`src/clock_gen_defines.svh`:
```
// Offsets, field positions, reset values and timing counts of the pin control
// Functional notes
// - Master enable low enables all, high disables
// - Four active-low bank enables, one per bank
// - Disabled bank sits in its configured state
// - Bank clocks start and stop without runts, except complementary b outputs
// - Five programmable pins, one function each
// - Enables anywhere; select0 pin one; reset one-three
// - Select1 on pin one or two by plans
// - Two plans: select1 0/1 gives profile 1/2
// - Three plans: 01,10,11 give 1,2,3; 00 reserved
// - Outputs squelched until new plan runs
// - Without reset pin, select needs power-on reset
// - No select pins: single plan, no reset needed
// - Spread low applies spread to 100 MHz outputs
// - Alarm on missing input or, in generator mode, lost lock
// - Alarm clears when input clock returns
// - Buffer mode: alarm high on input loss
// - Alarm 0 if present and, in generator mode, locked, else 1
// - Single-ended pair in phase or complementary
// - Spread only in generator mode, 31.5 kHz, 0.5%
// - No 100 MHz outputs means no spread
`ifndef CLOCK_GEN_DEFINES_SVH
`define CLOCK_GEN_DEFINES_SVH
`define ADDR_PINMAP 8'h00
`define ADDR_BANKCFG 8'h04
`define ADDR_MODE 8'h08
`define ADDR_STATUS 8'h0c
`define PINMAP_RST 20'h0_0000
`define BANKCFG_RST 20'h0_0000
`define MODE_RST 2'h2
`define BCFG_DIS_POS 0
`define BCFG_COMP_POS 8
`define BCFG_100M_POS 12
`define MODE_THREE_BIT 0
`define MODE_GEN_BIT 1
`define ALLOW_ANY 5'h1f
`define ALLOW_PIN1 5'h01
`define ALLOW_PIN2 5'h02
`define ALLOW_RESET 5'h07
`define CLK_PERIOD_NS 50
`define SETTLE_NS 1000
`define SETTLE_CYC ((`SETTLE_NS + `CLK_PERIOD_NS - 1) / `CLK_PERIOD_NS)
`define BOOT_WAIT 16'h0002
`define SS_RATE_HZ 31500
`define SS_DOWN_PERMIL 5
`endif

```
`src/clock_gen_pkg.sv`:
```
// Types shared by the pin control logic and its users
package clock_gen_pkg;
  typedef enum logic [3:0] {
    FN_NONE = 4'h0,
    FN_MASTER = 4'h1,
    FN_BANK0 = 4'h2,
    FN_BANK1 = 4'h3,
    FN_BANK2 = 4'h4,
    FN_BANK3 = 4'h5,
    FN_SEL0 = 4'h6,
    FN_SEL1 = 4'h7,
    FN_RESET = 4'h8,
    FN_SPREAD = 4'h9
  } pin_func_t;
  typedef enum logic [2:0] {
    ST_BOOT = 3'b000,
    ST_HOLD = 3'b001,
    ST_LATCH = 3'b010,
    ST_SETTLE = 3'b011,
    ST_RUN = 3'b100,
    ST_BADCODE = 3'b101
  } plan_state_t;
  typedef enum logic [1:0] {
    DIS_LOW = 2'b00,
    DIS_HIGH = 2'b01,
    DIS_HIZ = 2'b10
  } dis_state_t;
  typedef struct packed {
    logic [7:0] addr;
    logic [31:0] wdata;
    logic wr;
    logic rd;
  } reg_req_t;
endpackage

```
`src/clock_gen_pin_control.sv`:
```
// Pin control of a quad clock generator: enables, plan select, spread, alarm
//
// Implementation choices: the placing of the registers and the address-and-strobe port.
`timescale 1ns/1ps
`include "clock_gen_defines.svh"
module clock_gen_pin_control #(
  parameter int SETTLE_CYCLES = `SETTLE_CYC
) (
  input wire logic clk,
  input wire logic rstn,
  input wire clock_gen_pkg::reg_req_t req,
  output logic [31:0] rd_data,
  input wire logic prog_pin_one,
  input wire logic prog_pin_two,
  input wire logic prog_pin_three,
  input wire logic prog_pin_five,
  input wire logic prog_pin_six,
  input wire logic ref_present,
  input wire logic pll_locked,
  input wire logic [3:0] bank_src,
  output logic [3:0] bank_clock_a,
  output logic [3:0] bank_clock_b,
  output logic [3:0] bank_clock_oe,
  output logic [1:0] active_plan,
  output logic squelch,
  output logic [3:0] spread_bank,
  output logic input_loss_alarm
);

  // Picks the level of the first allowed pin carrying a function
  function automatic logic [1:0] pin_find(
    input logic [19:0] map,
    input logic [4:0] lv,
    input clock_gen_pkg::pin_func_t fn,
    input logic [4:0] allow
  );
    logic [1:0] r;
    r = 2'h0;
    for (int i = 4; i >= 0; i--)
    begin
      if (allow[i] && map[i*4 +: 4] == fn)
      begin
        r = {1'b1, lv[i]};
      end
    end
    return r;
  endfunction

  logic [19:0] pinmap_reg;
  logic [19:0] bankcfg_reg;
  logic [1:0] mode_reg;
  logic [31:0] rd_data_reg;
  logic [31:0] rd_data_next;

  logic [4:0] pin_meta_reg;
  logic [4:0] pin_sync_reg;
  logic [1:0] stat_meta_reg;
  logic [1:0] stat_sync_reg;

  clock_gen_pkg::plan_state_t state_reg;
  clock_gen_pkg::plan_state_t state_next;
  logic [15:0] cnt_reg;
  logic [15:0] cnt_next;
  logic [1:0] plan_reg;
  logic [1:0] plan_next;

  logic [3:0] en_q_reg;
  logic [3:0] a_reg;
  logic [3:0] b_reg;
  logic [3:0] oe_reg;
  logic [3:0] spread_reg;
  logic los_reg;

  // Pins come from the board, so each passes two flops first
  always_ff @(posedge clk or negedge rstn)
  begin
    if (!rstn)
    begin
      pin_meta_reg <= 5'h00;
      pin_sync_reg <= 5'h00;
      stat_meta_reg <= 2'h0;
      stat_sync_reg <= 2'h0;
    end
    else
    begin
      pin_meta_reg <= {prog_pin_six, prog_pin_five, prog_pin_three,
                       prog_pin_two, prog_pin_one};
      pin_sync_reg <= pin_meta_reg;
      stat_meta_reg <= {pll_locked, ref_present};
      stat_sync_reg <= stat_meta_reg;
    end
  end

  wire three_plan = mode_reg[`MODE_THREE_BIT];
  wire gen_mode = mode_reg[`MODE_GEN_BIT];
  wire ref_ok = stat_sync_reg[0];
  wire lock_ok = stat_sync_reg[1];

  // Function decode: pin legality per function
  wire [1:0] master_hit = pin_find(pinmap_reg, pin_sync_reg,
                                   clock_gen_pkg::FN_MASTER, `ALLOW_ANY);
  wire [1:0] spread_hit = pin_find(pinmap_reg, pin_sync_reg,
                                   clock_gen_pkg::FN_SPREAD, `ALLOW_ANY);
  wire [1:0] sel0_hit = pin_find(pinmap_reg, pin_sync_reg,
                                 clock_gen_pkg::FN_SEL0, `ALLOW_PIN1);
  wire [4:0] sel1_allow = three_plan ? `ALLOW_PIN2 : `ALLOW_PIN1;
  wire [1:0] sel1_hit = pin_find(pinmap_reg, pin_sync_reg,
                                 clock_gen_pkg::FN_SEL1, sel1_allow);
  wire [1:0] reset_hit = pin_find(pinmap_reg, pin_sync_reg,
                                  clock_gen_pkg::FN_RESET, `ALLOW_RESET);
  wire [1:0] bank_hit [4];
  logic [3:0] bank_ok;

  for (genvar g = 0; g < 4; g++)
  begin : g_bank_dec
    assign bank_hit[g] = pin_find(pinmap_reg, pin_sync_reg,
      clock_gen_pkg::pin_func_t'(4'(int'(clock_gen_pkg::FN_BANK0) + g)),
      `ALLOW_ANY);
    assign bank_ok[g] = !bank_hit[g][1] || !bank_hit[g][0];
  end

  // Unassigned master counts as enabled; driven high stops all banks
  wire master_ok = !master_hit[1] || !master_hit[0];
  wire reset_high = reset_hit[1] && reset_hit[0];

  // Plan decode from the select pins
  wire sel_any = sel0_hit[1] || sel1_hit[1];
  wire [1:0] code3 = {sel1_hit[0], sel0_hit[0]};
  wire [1:0] code2 = sel1_hit[0] ? 2'h2 : 2'h1;
  wire [1:0] cand_plan = !sel_any ? 2'h1 :
                         (three_plan ? code3 : code2);
  wire cand_bad = sel_any && three_plan && (code3 == 2'h0);

  // Plan adoption sequence
  always_comb
  begin
    state_next = state_reg;
    cnt_next = cnt_reg;
    plan_next = plan_reg;
    unique case (state_reg)
      clock_gen_pkg::ST_BOOT:
      begin
        // Let the synchronisers fill before the strap sample
        cnt_next = cnt_reg + 16'h0001;
        if (cnt_reg >= `BOOT_WAIT)
        begin
          state_next = clock_gen_pkg::ST_LATCH;
        end
      end
      clock_gen_pkg::ST_HOLD:
      begin
        if (!reset_high)
        begin
          state_next = clock_gen_pkg::ST_LATCH;
        end
      end
      clock_gen_pkg::ST_LATCH:
      begin
        cnt_next = 16'h0000;
        if (cand_bad)
        begin
          state_next = clock_gen_pkg::ST_BADCODE;
        end
        else
        begin
          plan_next = cand_plan;
          state_next = clock_gen_pkg::ST_SETTLE;
        end
      end
      clock_gen_pkg::ST_BADCODE:
      begin
        if (reset_high)
        begin
          state_next = clock_gen_pkg::ST_HOLD;
        end
        else if (!cand_bad)
        begin
          state_next = clock_gen_pkg::ST_LATCH;
        end
      end
      clock_gen_pkg::ST_SETTLE:
      begin
        cnt_next = cnt_reg + 16'h0001;
        if (reset_high)
        begin
          state_next = clock_gen_pkg::ST_HOLD;
        end
        else if (cnt_reg >= 16'(SETTLE_CYCLES - 1))
        begin
          state_next = clock_gen_pkg::ST_RUN;
        end
      end
      clock_gen_pkg::ST_RUN:
      begin
        // Without a reset pin only rstn can re-sample the selects
        if (reset_high)
        begin
          state_next = clock_gen_pkg::ST_HOLD;
        end
      end
      default:
      begin
        state_next = clock_gen_pkg::ST_BOOT;
        cnt_next = 16'h0000;
      end
    endcase
  end

  always_ff @(posedge clk or negedge rstn)
  begin
    if (!rstn)
    begin
      state_reg <= clock_gen_pkg::ST_BOOT;
      cnt_reg <= 16'h0000;
      plan_reg <= 2'h1;
    end
    else
    begin
      state_reg <= state_next;
      cnt_reg <= cnt_next;
      plan_reg <= plan_next;
    end
  end

  wire running = (state_reg == clock_gen_pkg::ST_RUN);
  wire [3:0] en_req = {4{running && master_ok}} & bank_ok;

  // Enable only moves while the source is low, so a high phase is
  // never cut short and no runt reaches the a pin or an in-phase b pin
  wire [3:0] en_move = ~bank_src;
  wire [3:0] en_q_next = (en_move & en_req) | (~en_move & en_q_reg);
  wire [3:0] gated = bank_src & en_q_next;
  wire [3:0] comp = bankcfg_reg[`BCFG_COMP_POS +: 4];
  wire [3:0] run_b = gated ^ comp;
  logic [3:0] dis_a;
  logic [3:0] dis_oe;

  for (genvar g = 0; g < 4; g++)
  begin : g_dis
    wire [1:0] dcode = bankcfg_reg[`BCFG_DIS_POS + 2*g +: 2];
    assign dis_a[g] = (dcode == clock_gen_pkg::DIS_HIGH);
    assign dis_oe[g] = (dcode != clock_gen_pkg::DIS_HIZ);
  end

  wire [3:0] a_next = (en_q_next & gated) | (~en_q_next & dis_a);
  wire [3:0] b_next = (en_q_next & run_b) | (~en_q_next & dis_a);
  wire [3:0] oe_next = en_q_next | dis_oe;

  // Spread only for generator-mode 100 MHz banks, enabled or not
  wire spread_req = spread_hit[1] && !spread_hit[0] && gen_mode;
  wire [3:0] spread_next = {4{spread_req}} &
                           bankcfg_reg[`BCFG_100M_POS +: 4];

  // Alarm follows the input and, in generator mode, the lock
  wire los_next = !ref_ok || (gen_mode && !lock_ok);

  always_ff @(posedge clk or negedge rstn)
  begin
    if (!rstn)
    begin
      en_q_reg <= 4'h0;
      a_reg <= 4'h0;
      b_reg <= 4'h0;
      oe_reg <= 4'h0;
      spread_reg <= 4'h0;
      los_reg <= 1'b1;
    end
    else
    begin
      en_q_reg <= en_q_next;
      a_reg <= a_next;
      b_reg <= b_next;
      oe_reg <= oe_next;
      spread_reg <= spread_next;
      los_reg <= los_next;
    end
  end

  // Configuration port
  wire wr_pinmap = req.wr && (req.addr == `ADDR_PINMAP);
  wire wr_bankcfg = req.wr && (req.addr == `ADDR_BANKCFG);
  wire wr_mode = req.wr && (req.addr == `ADDR_MODE);
  wire [31:0] status_word = {17'h0_0000, los_reg, spread_reg,
                             state_reg, plan_reg, en_q_reg, !running};

  always_comb
  begin
    rd_data_next = 32'h0000_0000;
    if (req.rd)
    begin
      unique case (req.addr)
        `ADDR_PINMAP: rd_data_next = {12'h000, pinmap_reg};
        `ADDR_BANKCFG: rd_data_next = {12'h000, bankcfg_reg};
        `ADDR_MODE: rd_data_next = {30'h0000_0000, mode_reg};
        `ADDR_STATUS: rd_data_next = status_word;
        default: rd_data_next = 32'h0000_0000;
      endcase
    end
  end

  always_ff @(posedge clk or negedge rstn)
  begin
    if (!rstn)
    begin
      pinmap_reg <= `PINMAP_RST;
      bankcfg_reg <= `BANKCFG_RST;
      mode_reg <= `MODE_RST;
      rd_data_reg <= 32'h0000_0000;
    end
    else
    begin
      if (wr_pinmap)
      begin
        pinmap_reg <= req.wdata[19:0];
      end
      if (wr_bankcfg)
      begin
        bankcfg_reg <= req.wdata[19:0];
      end
      if (wr_mode)
      begin
        mode_reg <= req.wdata[1:0];
      end
      rd_data_reg <= rd_data_next;
    end
  end

  assign rd_data = rd_data_reg;
  assign bank_clock_a = a_reg;
  assign bank_clock_b = b_reg;
  assign bank_clock_oe = oe_reg;
  assign active_plan = plan_reg;
  assign squelch = !running;
  assign spread_bank = spread_reg;
  assign input_loss_alarm = los_reg;

endmodule

```
`config.mk`:
```
export PLATFORM = sky130hd
export DESIGN_NAME = clock_gen_pin_control
export DESIGN_NICKNAME = d
export VERILOG_FILES = /design/src/clock_gen_pkg.sv /design/src/clock_gen_pin_control.sv
export VERILOG_INCLUDE_DIRS = /design/src
export SDC_FILE = /design/constraint.sdc
export NUM_CORES = 1
export LEC_CHECK = 0
export ABC_AREA = 0
export CAP_MARGIN = 10
export CORE_AREA = 2 2 84 118
export CTS_CLUSTER_DIAMETER = 200
export DETAILED_ROUTE_END_ITERATION = 10
export DIE_AREA = 0 0 86 120
export DONT_BUFFER_PORTS = 1
export GPL_TIMING_DRIVEN = 0
export HOLD_SLACK_MARGIN = 0.1
export PLACE_DENSITY = 0.84
export SLEW_MARGIN = 20
export SYNTH_ARGS = -nofsm -noshare
export SYNTH_HDL_FRONTEND = slang
export SYNTH_SLANG_ARGS = --single-unit
```
`constraint.sdc`:
```
create_clock -name clk -period 3.2 [get_ports clk]
set_clock_uncertainty 0.1 [all_clocks]
set_input_delay 0.48 -clock clk [delete_from_list [all_inputs] [get_ports clk]]
set_output_delay 0.48 -clock clk [all_outputs]
set_load 0.05 [all_outputs]
```
; Word level (Yosys, flattened, before mapping)
; Index checks and enable logic that the tools add are counted.
[classes]
addsub = 1
bitwise = 17
mux = 55
order_cmp = 2
n_eq_ne = 60
n_reduce_logical = 43
[ops]
columns = op, n
row1 = $mux 2, 43
row2 = $pmux 20 s4, 1
row3 = $eq 4x3->1 const B, 16
row4 = $eq 4x2->1 const B, 10
row5 = $and 4x4->4, 8
row6 = $eq 4x4->1 const B, 8
row7 = $pmux 16 s2, 1
row8 = $mux 3, 8
row9 = $eq 4x1->1 const B, 5
row10 = $mux 20, 1
row11 = $pmux 3 s6, 1
row12 = $add 16x1->16 const B, 1
row13 = $eq 8x4->1 const B, 2
row14 = $ge 16x2->1 const B, 1
row15 = $ge 16x5->1 const B, 1
row16 = $or 4x4->4, 4
row17 = $logic_not 1->1, 14
row18 = $ne 2x2->1 const B, 7
row19 = $logic_and 1x1->1, 12
row20 = $not 4->4, 3
row21 = $eq 2x1->1 const B, 4
row22 = $eq 8x3->1 const B, 1
row23 = $logic_not 8->1, 1
row24 = $logic_or 1x1->1, 7
row25 = 13 further kinds, 18
[word_totals]
wordCells = 195
in_bits = 55
reg_bits = 130
out_inout_bits = 52

; Logic depth before layout (Yosys ltp)
; Gate-level depths: netlist of the first run.
[logic_depth]
ltp_word = 16
mapped_depth = 8
ltp_nobuf = 8

; Least setup slack after synthesis of the first run
; No wires, ideal clock.
[synth_path]
path_type = in2reg
from = in req[39] (netlist name)
to = reg bankcfg_reg[10]
setup_time_ns = 0.125
t_arrival_ns = 2.292
stages = 6
path_buffers = 1
slack_ns = 0.683
path_cell_list = or4_1 > nor3_2 > nand2_1 > nor3b_2 > buf_2 > mux2_2
[synth_via]
elab_chain_len = 2
[synth_lines]
columns = item, line
row1 = start: declaration, clock_gen_pin_control.sv:11  ; input wire clock_gen_pkg::reg_req_t req,
row2 = $eq 8x3->1, n/a
row3 = $logic_and 1x1->1, clock_gen_pin_control.sv:281  ; wire wr_bankcfg = req.wr && (req.addr == `ADDR_BANKCFG);
row4 = end signal: assignment, clock_gen_pin_control.sv:306  ; bankcfg_reg <= `BANKCFG_RST;
row5 = end signal: assignment, clock_gen_pin_control.sv:318  ; bankcfg_reg <= req.wdata[19:0];
row6 = end: declaration, clock_gen_pin_control.sv:50  ; logic [19:0] bankcfg_reg;
; Every way passes these cells.
; A chain may end at the register's enable or synchronous reset.

; Worst setup path after layout of the first run
[layout_path]
from = reg state_reg[1]
to = reg b_reg[1], in the netlist bank_clock_b[1]
[layout_via]
elab_chain_len = 9
word_cells_on_any_way = 11
[layout_lines]
columns = item, line
row1 = start: declaration, clock_gen_pin_control.sv:60  ; clock_gen_pkg::plan_state_t state_reg;
row2 = start signal: assignment, clock_gen_pin_control.sv:213  ; state_reg <= clock_gen_pkg::ST_BOOT;
row3 = start signal: assignment, clock_gen_pin_control.sv:219  ; state_reg <= state_next;
row4 = $eq 3x3->1 (*), clock_gen_pin_control.sv:225  ; wire running = (state_reg == clock_gen_pkg::ST_RUN);
row5 = $logic_and 1x1->1 (*), clock_gen_pin_control.sv:226  ; wire [3:0] en_req = {4{running && master_ok}} & bank_ok;
row6 = $and 4x4->4 (*), clock_gen_pin_control.sv:226
row7 = $and 4x4->4 (*), clock_gen_pin_control.sv:231  ; wire [3:0] en_q_next = (en_move & en_req) | (~en_move & en_q_reg);
row8 = $or 4x4->4 (*), clock_gen_pin_control.sv:231
row9 = $and 4x4->4, clock_gen_pin_control.sv:232  ; wire [3:0] gated = bank_src & en_q_next;
row10 = $xor 4x4->4, clock_gen_pin_control.sv:234  ; wire [3:0] run_b = gated ^ comp;
row11 = $and 4x4->4, clock_gen_pin_control.sv:246  ; wire [3:0] b_next = (en_q_next & run_b) | (~en_q_next & dis_a);
row12 = $or 4x4->4 (*), clock_gen_pin_control.sv:246
row13 = via b_next[1], clock_gen_pin_control.sv:246
row14 = end signal: assignment, clock_gen_pin_control.sv:272  ; b_reg <= b_next;
row15 = end: declaration, clock_gen_pin_control.sv:69  ; logic [3:0] b_reg;
; Mark *: on every way through the listed nets, which the timed path passes. The rest lies on a longest branch.

==> metrics, run 1 <==
post-route ant nets=0; H-tree lvl count=4; number of global-route vias before repair=between 4000 and 5000; worst vdd ir=0.389 mV; global-route wire length before repair=23.1 mm; Placer Congestion=0.879; Pwr Density=614 nW/um2; grt peak-use layer=met2; Initial Utilization=0.615; DRC=0; Synth Flop Type=dfrtp_1; Resized Gates After CTS=0; Worst Path Arrival=2990 ps; Tcrit/Tclk final=0.879; Routed WL per cell=20.7 um; worst path cell trace=or3b_1, a21oi_1, o21ai_2, a2111o_1, o2111a_1, or3_1; Post-Place Setup Slack=roughly 260 ps; total number of vias=between 4000 and 5000; syn_area_per_cell=10.8 um2; CTS Buffer Depth=2; RSZ-0062 raised after global routing=no; setup_tns=0 ps; share of layout cells above drive strength 1=0.174; drt pass-1 iters=4; Chip Height=around 120 um; max-slew violation count=0; GRT overflow=0; met3 GRT Util=0.0646; final hold violation count=~120; Core Box Area=between 9000 and 10000 um2; vias per std cell=between 6 and 7; post-CTS setup repair buffer count=0; clk_lat worst skew=420 ps; Fin Hold WS=-340 ps; CP delay by family, top=compound AO/OA/AOI/OAI gates; Nets=approximately 630; asr flop ratio synth=1.00; multiplexer area fraction after synthesis=0.116; clock sinks=118; min-delay worst type=in2async; Worst EP required=3370 ps; global routing usage on met2=0.501; largest net degree at the start of global routing=119; die area=10300 um2; CP Class=reg2reg; most common cell after layout, fill and taps aside=dfrtp_1; max incr delay on CP=just under 700 ps; initial antenna violation count=0; Util after Layout=0.703; outcome=finished, violations left; min Tclk post-route=around 2800 ps; DPL Wire Length=roughly 10 mm; Die X-Extent=around 86 um; PortBufs=0; CP Max Fanout=4; MaxCap Viol Count=0; fill count=approximately 680; GRT Resource Usage Total=0.298; Synth Cell Area=5720 um2; Worst Max-Slew Pin Slew=1000 ps; type of origin of the critical path=flip-flop; largest family of logic cells by synthesized area=simple AND/OR/NAND/NOR gates; hold_buf cts=12; io pins=around 110; ANT cells=0; xor/xnor share of the synthesized area=0.0184; cell leakage power=roughly 2.9 nW; Slew Limit Headroom=0.324; highest-delay cell along the critical path=or3b_1; TritonCTS clock tree=yes; Synth cell types=between 70 and 80; most frequent cells in the layout=dfrtp_1, nor2_1, mux2_2; complex-gate fraction of the synthesized area=0.103; CP bufs+invs=0; Clock Tree Root=clkbuf_16; simple-gate portion of the synthesized area=0.199; Final Worst Setup Slack=387 ps; Synth Register Bits=about 120; post-synthesis sequential area ratio=0.517; Starting DRT DRC Count=around 300; row cnt=42; Clock transition at path regs=50 ps; violated checks=hold timing; final setup vio count=0; Cells after Synth=530; met1 usage=0.339; final WL=between 10 and 15 mm; fmax=roughly 0.36 GHz; total CTS buffers=17; CP Capture Type=flip-flop; Area growth, synth to finish=14.4%; Post-synth EDFFs=0; Adder-Cell Fraction of Synth Area=0.00438; yosys warns=0
-- metrics by stage --
stage / cell area, um2 / total power, mW / hold slack, ps / std cells
finish: 6540 / 4.01 / -340 / 691
floorplan: 5760 / 2.19 / 84.4 / 541
global placement: 5900 / 2.31 / 87.9 / 651
global route: 6540 / 4.16 / -347 / 691
detailed placement: 5900 / 2.33 / 87.1 / 651
CTS: 6540 / 4.02 / -351 / 691
-- kinds of logic (layout without fill, tap and decap cells) --
| logic type | Yosys count | count (layout) |
|---|---|---|
| buf+inv | 50 | 90 |
| xor+xnor | 12 | 12 |
| compound gates | 91 | 91 |
| mux | 59 | 59 |
| other cells | 1 | 12 |
| fa+ha+maj | 2 | 2 |
| flops | 118 | 118 |
| simple gates | 197 | 197 |
-- routing by layer --
layer  vias to the layer above  wire length (um)
li1                       1965                 -
met1                      2180              5320
met2                       155              7470
met3                        48               686
met4                         0               794
met5                         -                 0
-- layout make-up --
| type | count | area (um2) | share of cell area |
|---|---|---|---|
| buffer | 34 | 178 | 0.0272 |
| clock buffer | 24 | 502 | 0.0767 |
| clock inverter | 4 | 22.5 | 0.00344 |
| inverter | 16 | 60.1 | 0.00918 |
| multi-input combinational | 373 | 2560 | 0.392 |
| sequential | 118 | 2960 | 0.452 |
| tap | 110 | 138 | 0.0210 |
| timing repair buffer | 12 | 120 | 0.0184 |
-- path summary, 6_finish.rpt --
| kind | start | endpoint | slack (ps) | depth (start not counted) |
|---|---|---|---|---|
| max | state_reg[1]$_DFFE_PN0P_ | bank_clock_b[1]$_DFF_PN0_ | 390 | 6 |
| min | rstn | rd_data[6]$_DFF_PN0_ | -340 | 0 |
| max reg2reg | state_reg[1]$_DFFE_PN0P_ | bank_clock_b[1]$_DFF_PN0_ | 390 | 6 |
| min reg2reg | pin_meta_reg[1]$_DFF_PN0_ | pin_sync_reg[1]$_DFF_PN0_ | 250 | 0 |
| max in group asynchronous | rstn | input_loss_alarm$_DFF_PN1_ | 3090 | 0 |
| min in group clk | req[12] | bankcfg_reg[10]$_DFFE_PN0P_ | 110 | 1 |
-- where the power goes --
group,switching (mW),internal [mW]
logic,0.357,0.219
clock network,0.617,1.07
registers,0.167,1.59
total,1.14,2.87
-- cell usage after synthesis, drive strengths merged, types with 7 or more instances --
| master | n | area share |
|---|---|---|
| a21oi | 29 | 0.025 |
| buf | 19 | 0.021 |
| clkbuf | 15 | 0.0098 |
| dfrtp | 115 | 0.50 |
| inv | 16 | 0.011 |
| mux2 | 37 | 0.073 |
| mux2i | 20 | 0.035 |
| nand2 | 31 | 0.020 |
| nand2b | 8 | 0.011 |
| nand3 | 15 | 0.014 |
| nor2 | 60 | 0.041 |
| nor3 | 15 | 0.014 |
| nor4b | 8 | 0.013 |
| o21ai | 25 | 0.023 |
| xor2 | 7 | 0.011 |
Note: power is estimated with default switching activity, not from simulation.
==> run 2, diff against run 1 <==
==> constraint.sdc (replaced) <==
create_clock -name clk -period 3.2 [get_ports clk]
set_clock_uncertainty 0.1 [all_clocks]
set_input_delay 0.64 -clock clk [delete_from_list [all_inputs] [get_ports clk]]
set_output_delay 0.64 -clock clk [all_outputs]
set_load 0.05 [all_outputs]
==> metrics, run 2 (synthesized netlist as in run 1, its figures left out) <==
reg2reg path depth=6 (unchanged); Die X-Extent=86 um (unchanged); ANT cells=0 (unchanged); final setup vio count=0 (unchanged); Flop pwr share=0.439 (+0.002); PortBufs=0 (unchanged); Clock transition at path regs=50 ps (about the same); Nets=617 (-1.9%); Final Worst Setup Slack=396 ps (+9.58 ps); TritonCTS clock tree=yes; Worst Max-Slew Pin Slew=1010 ps (+8.73 ps); P_sw=1.14 mW (-0.46%); Initial Utilization=0.615 (unchanged); io pins=107 (unchanged); clk_lat worst skew=420 ps (about the same); outcome=finished, violations left; Starting DRT DRC Count=305 (+3.7%); max-slew violation count=0 (unchanged); CTS Buffer Depth=2 (unchanged); Placer Congestion=0.879 (unchanged); worst vdd ir=0.388 mV (-0.30%); DPL Wire Length=10.0 mm (unchanged); min-delay worst type=in2async; Chip Height=120 um (unchanged); post-route ant nets=0 (unchanged); Slew Limit Headroom=0.318 (-0.00590); Tcrit/Tclk final=0.876 (-0.00299); total CTS buffers=17 (unchanged); most frequent cells in the layout=dfrtp_1, nor2_1, mux2_2; setup_tns=0 ps (unchanged); initial antenna violation count=0 (unchanged); die area=10300 um2 (unchanged); vias per std cell=6.21 (-1.3%); logic gate share of total power=0.141 (-0.003); type of origin of the critical path=flip-flop; highest-delay cell along the critical path=or3b_1; Resized Gates After CTS=0 (unchanged); RSZ-0062 raised after global routing=no; cell leakage power=2.90 nW (-1.7%); worst path cell trace=or3b_1, a21oi_1, o21ai_2, a2111o_1, o2111a_1, or3_1; Sw Ratio=0.284 (about the same); CP bufs+invs=0 (unchanged); CP Max Fanout=4 (unchanged); Clock Tree Root=clkbuf_16; min Tclk post-route=2800 ps (-9.58 ps); Area growth, synth to finish=12.3%; global-route wire length before repair=22.7 mm (-1.4%); DRC=0 (unchanged); final hold violation count=116 (-1.7%); Clk network pwr share=0.420 (about the same); post-CTS setup repair buffer count=0 (unchanged); total number of vias=4217 (-3.0%); row cnt=42 (unchanged); number of global-route vias before repair=4399 (-1.9%); GRT Resource Usage Total=0.294 (-0.00379); Worst EP required=3370 ps (about the same); Routed WL per cell=20.6 um (-0.41%); Pwr Density=623 nW/um2 (+1.5%); fmax=0.357 GHz (+0.34%); H-tree lvl count=4 (unchanged); Fin Hold WS=-183 ps (+157 ps); clock sinks=118 (unchanged); internal power=2.86 mW (-0.33%); MaxCap Viol Count=0 (unchanged); Post-Place Setup Slack=98.5 ps (-160 ps); violated checks=hold timing; largest net degree at the start of global routing=119 (unchanged); GRT overflow=0 (unchanged); final WL=14.0 mm (-2.1%); CP Class=reg2reg; CP delay by family, top=compound AO/OA/AOI/OAI gates; Worst Path Arrival=2970 ps (-20 ps); Core Box Area=9300 um2 (unchanged); most common cell after layout, fill and taps aside=dfrtp_1; drt pass-1 iters=5 (+1); CP Capture Type=flip-flop; max incr delay on CP=690 ps (about the same); Critical Path Stages=6 (unchanged); share of layout cells above drive strength 1=0.178 (+0.00367)
==> run 2: cell count changes in the layout (fill, tap and decap cells not counted), sizes merged <==
| cell | change |
|---|---|
| dlygate4sd3 | -12 |
==> run 2: metrics by stage <==
| step | cell area [um2] | hold WS, ps | instances | util | total power, mW |
|---|---|---|---|---|---|
| after floorplan | 5760 | 231 | 541 | - | 2.19 |
| after global placement | 5900 | 232 | 651 | 0.634 | 2.31 |
| after detailed placement | 5900 | 236 | 651 | 0.634 | 2.33 |
| after CTS | 6420 | -191 | 679 | 0.690 | 4.00 |
| after global routing | 6420 | -191 | 679 | 0.690 | 4.15 |
| final | 6420 | -183 | 679 | 0.690 | 4.00 |
==> run 2: power by group through the flow <==
stage / Clock (mW) / Combinational [mW] / Sequential [mW]
after floorplan: 0 / 0.448 / 1.74
after global placement: 0 / 0.542 / 1.77
after detailed placement: 0 / 0.554 / 1.77
after CTS: 1.70 / 0.557 / 1.75
after global routing: 1.76 / 0.626 / 1.77
final: 1.68 / 0.565 / 1.76
==> run 2: routing by layer <==
metal	vias up	wire length, um	track usage
met4	0	730	0.178
met2	120	7370	0.491
li1	1934	-	-
met3	40	592	0.0708
met5	-	0	0
met1	2123	5270	0.336
==> run 2: path summary, 6_finish.rpt <==
kind	slack, ps	endpoint	from
max in group asynchronous	2930	input_loss_alarm$_DFF_PN1_	rstn
worst max register to register	400	bank_clock_b[1]$_DFF_PN0_	state_reg[1]$_DFFE_PN0P_
min in group clk	150	stat_meta_reg[1]$_DFF_PN0_	pll_locked
worst max-delay path	400	bank_clock_b[1]$_DFF_PN0_	state_reg[1]$_DFFE_PN0P_
worst min register to register	250	pin_sync_reg[1]$_DFF_PN0_	pin_meta_reg[1]$_DFF_PN0_
worst min-delay path	-180	pinmap_reg[2]$_DFFE_PN0P_	rstn
==> run 2: worst register-to-register path: cells and delay by family, from the launching register on <==
family,cells,cell delay (ps)
flip-flops,1,400
AO/OA/AOI/OAI,4,1150
AND/OR/NAND/NOR,2,1020
==> run 2: cell type report <==
class / count / area, um2
multi-input combinational: 373 / 2560
sequential: 118 / 2960
buffer: 34 / 178
clock inverter: 4 / 22.5
tap: 110 / 138
clock buffer: 24 / 502
fill: 702 / 2880
inverter: 16 / 60.1
==> run 3, diff against run 2 <==
--- a/config.mk
+++ b/config.mk
@@ -8,14 +8,14 @@
 export LEC_CHECK = 0
 export ABC_AREA = 0
 export CAP_MARGIN = 10
-export CORE_AREA = 2 2 84 118
+export CORE_AREA = 2 2 86 121
 export CTS_CLUSTER_DIAMETER = 200
 export DETAILED_ROUTE_END_ITERATION = 10
-export DIE_AREA = 0 0 86 120
+export DIE_AREA = 0 0 88 123
 export DONT_BUFFER_PORTS = 1
 export GPL_TIMING_DRIVEN = 0
 export HOLD_SLACK_MARGIN = 0.1
-export PLACE_DENSITY = 0.84
+export PLACE_DENSITY = 0.8
 export SLEW_MARGIN = 20
 export SYNTH_ARGS = -nofsm -noshare
 export SYNTH_HDL_FRONTEND = slang
==> constraint.sdc (replaced) <==
create_clock -name clk -period 3.2 [get_ports clk]
set_clock_uncertainty 0.1 [all_clocks]
set_input_delay 0.64 -clock clk [delete_from_list [all_inputs] [get_ports clk]]
set_output_delay 0.64 -clock clk [all_outputs]
set_load 0.005 [all_outputs]
==> metrics, run 3 (synthesized netlist as in run 1, its figures left out) <==
outcome=finished, violations left; violated checks=hold timing; clock sinks=118 (unchanged); worst vdd ir=0.561 mV (+45%); logic gate share of total power=0.134 (-0.007); CTS Buffer Depth=2 (unchanged); CP Capture Type=flip-flop; Worst Max-Slew Pin Slew=816 ps (-194 ps); Clock Tree Root=clkbuf_16; io pins=107 (unchanged); type of origin of the critical path=input pin; number of global-route vias before repair=4236 (-3.7%); share of layout cells above drive strength 1=0.182 (+0.00431); Sw Ratio=0.266 (-0.0182); RSZ-0062 raised after global routing=no; clk_lat worst skew=410 ps (about the same); min Tclk post-route=2750 ps (-54.5 ps); max-slew violation count=0 (unchanged); GRT Resource Usage Total=0.266 (-0.0280); MaxCap Viol Count=0 (unchanged); Fin Hold WS=-172 ps (+10.8 ps); total number of vias=4223 (+0.14%); Clk network pwr share=0.440 (+0.020); Flop pwr share=0.426 (-0.013); post-route ant nets=0 (unchanged); vias per std cell=5.97 (-3.8%); Clock transition at path regs=50 ps (about the same); Chip Height=123 um (+2.5%); setup_tns=0 ps (unchanged); DPL Wire Length=9.96 mm (-0.77%); largest net degree at the start of global routing=119 (unchanged); H-tree lvl count=4 (unchanged); PortBufs=0 (unchanged); row cnt=43 (+2.4%); Slew Limit Headroom=0.456 (+0.138); fill count=728 (+3.7%); min-delay worst type=in2async; Pwr Density=612 nW/um2 (-1.8%); Initial Utilization=0.587 (-0.0276); Core Box Area=9740 um2 (+4.7%); fmax=0.364 GHz (+2.0%); Area growth, synth to finish=13.3%; ANT cells=0 (unchanged); DRC=0 (unchanged); total CTS buffers=17 (unchanged); Worst Path Arrival=2940 ps (-30 ps); final hold violation count=115 (-0.86%); Starting DRT DRC Count=367 (+20%); GRT overflow=0 (unchanged); Nets=617 (unchanged); most frequent cells in the layout=dfrtp_1, nor2_1, mux2_2; P_sw=1.05 mW (-7.2%); TritonCTS clock tree=yes; drt pass-1 iters=5 (unchanged); Die X-Extent=88 um (+2.3%); final WL=13.6 mm (-2.6%); CP Max Fanout=10 (+6); final setup vio count=0 (unchanged); Routed WL per cell=19.2 um (-6.4%); most common cell after layout, fill and taps aside=dfrtp_1; cell leakage power=2.91 nW (+0.27%); initial antenna violation count=0 (unchanged); Placer Congestion=0.906 (+3.0%); Worst EP required=3390 ps (+20 ps); Tcrit/Tclk final=0.859 (-0.0170); global-route wire length before repair=21.3 mm (-6.1%); CP Class=in2reg; internal power=2.91 mW (+1.6%); die area=10800 um2 (+4.9%)
run 3: changes by cell type in the layout (fill, tap and decap cells not counted):
cell	change
clkinv_2	+2
o311ai_1	+1
clkinvlp_4	+2
o311ai_0	-1
bufinv_16	+1
clkbuf_8	-2
run 3: per-stage QoR:
stage          utilization  setup WS, ps  area [um2]  cells  power [mW]
4_1_cts              0.665           442        6480    707        3.97
2_1_floorplan            -           523        5760    541        2.10
6_report             0.665           451        6480    707        3.96
3_5_place_dp         0.609          19.5        5930    676        2.23
5_1_grt              0.665           338        6480    707        4.12
3_3_place_gp         0.609          44.3        5930    676        2.20
run 3: area by class of cell:
cell class                 instances  area (um2)  share of cell area
clock inverter                     9        77.6              0.0120
buffer                            34         178              0.0274
clock buffer                      22         474              0.0732
inverter                          16        60.1             0.00927
sequential                       118        2960               0.456
multi-input combinational        373        2560               0.396
tap                              135         169              0.0261
run 3: final timing paths:
kind	end	from	cells after the start	slack, ps
worst max register to register	bank_clock_b[1]$_DFF_PN0_	pinmap_reg[13]$_DFFE_PN0P_	6	580
min in group clk	stat_meta_reg[0]$_DFF_PN0_	ref_present	0	160
worst min register to register	stat_sync_reg[1]$_DFF_PN0_	stat_meta_reg[1]$_DFF_PN0_	0	250
max in group asynchronous	active_plan[0]$_DFFE_PN1P_	rstn	0	2880
worst max-delay path	bankcfg_reg[6]$_DFFE_PN0P_	req[39]	6	450
worst min-delay path	cnt_reg[2]$_DFFE_PN0N_	rstn	0	-170
run 3: metal layers:
| layer | up-vias | global-route usage | share of wire |
|---|---|---|---|
| li1 | 1952 | - | - |
| met1 | 2126 | 0.291 | 0.37 |
| met2 | 127 | 0.488 | 0.57 |
| met3 | 18 | 0.0654 | 0.049 |
| met4 | 0 | 0.100 | 0.016 |
| met5 | - | 0 | 0 |
run 3: critical path, cell delays in order:
cell     delay (ps)
or4_1           520
nor3_2          230
nand2_1         150
nor3b_2         620
buf_2           390
mux2_2          370
run 3: power by group through the flow:
stage	Combinational (mW)	Clock, mW	Sequential (mW)
detailed placement	0.519	0	1.71
floorplan	0.416	0	1.68
global placement	0.497	0	1.70
global route	0.588	1.83	1.70
CTS	0.525	1.75	1.69
finish	0.530	1.75	1.69
run 3: repair_timing:
item                      in CTS  in global routing
setup buffers                  0                  0
gates resized for setup        0                  0
hold endpoints to repair     118                118
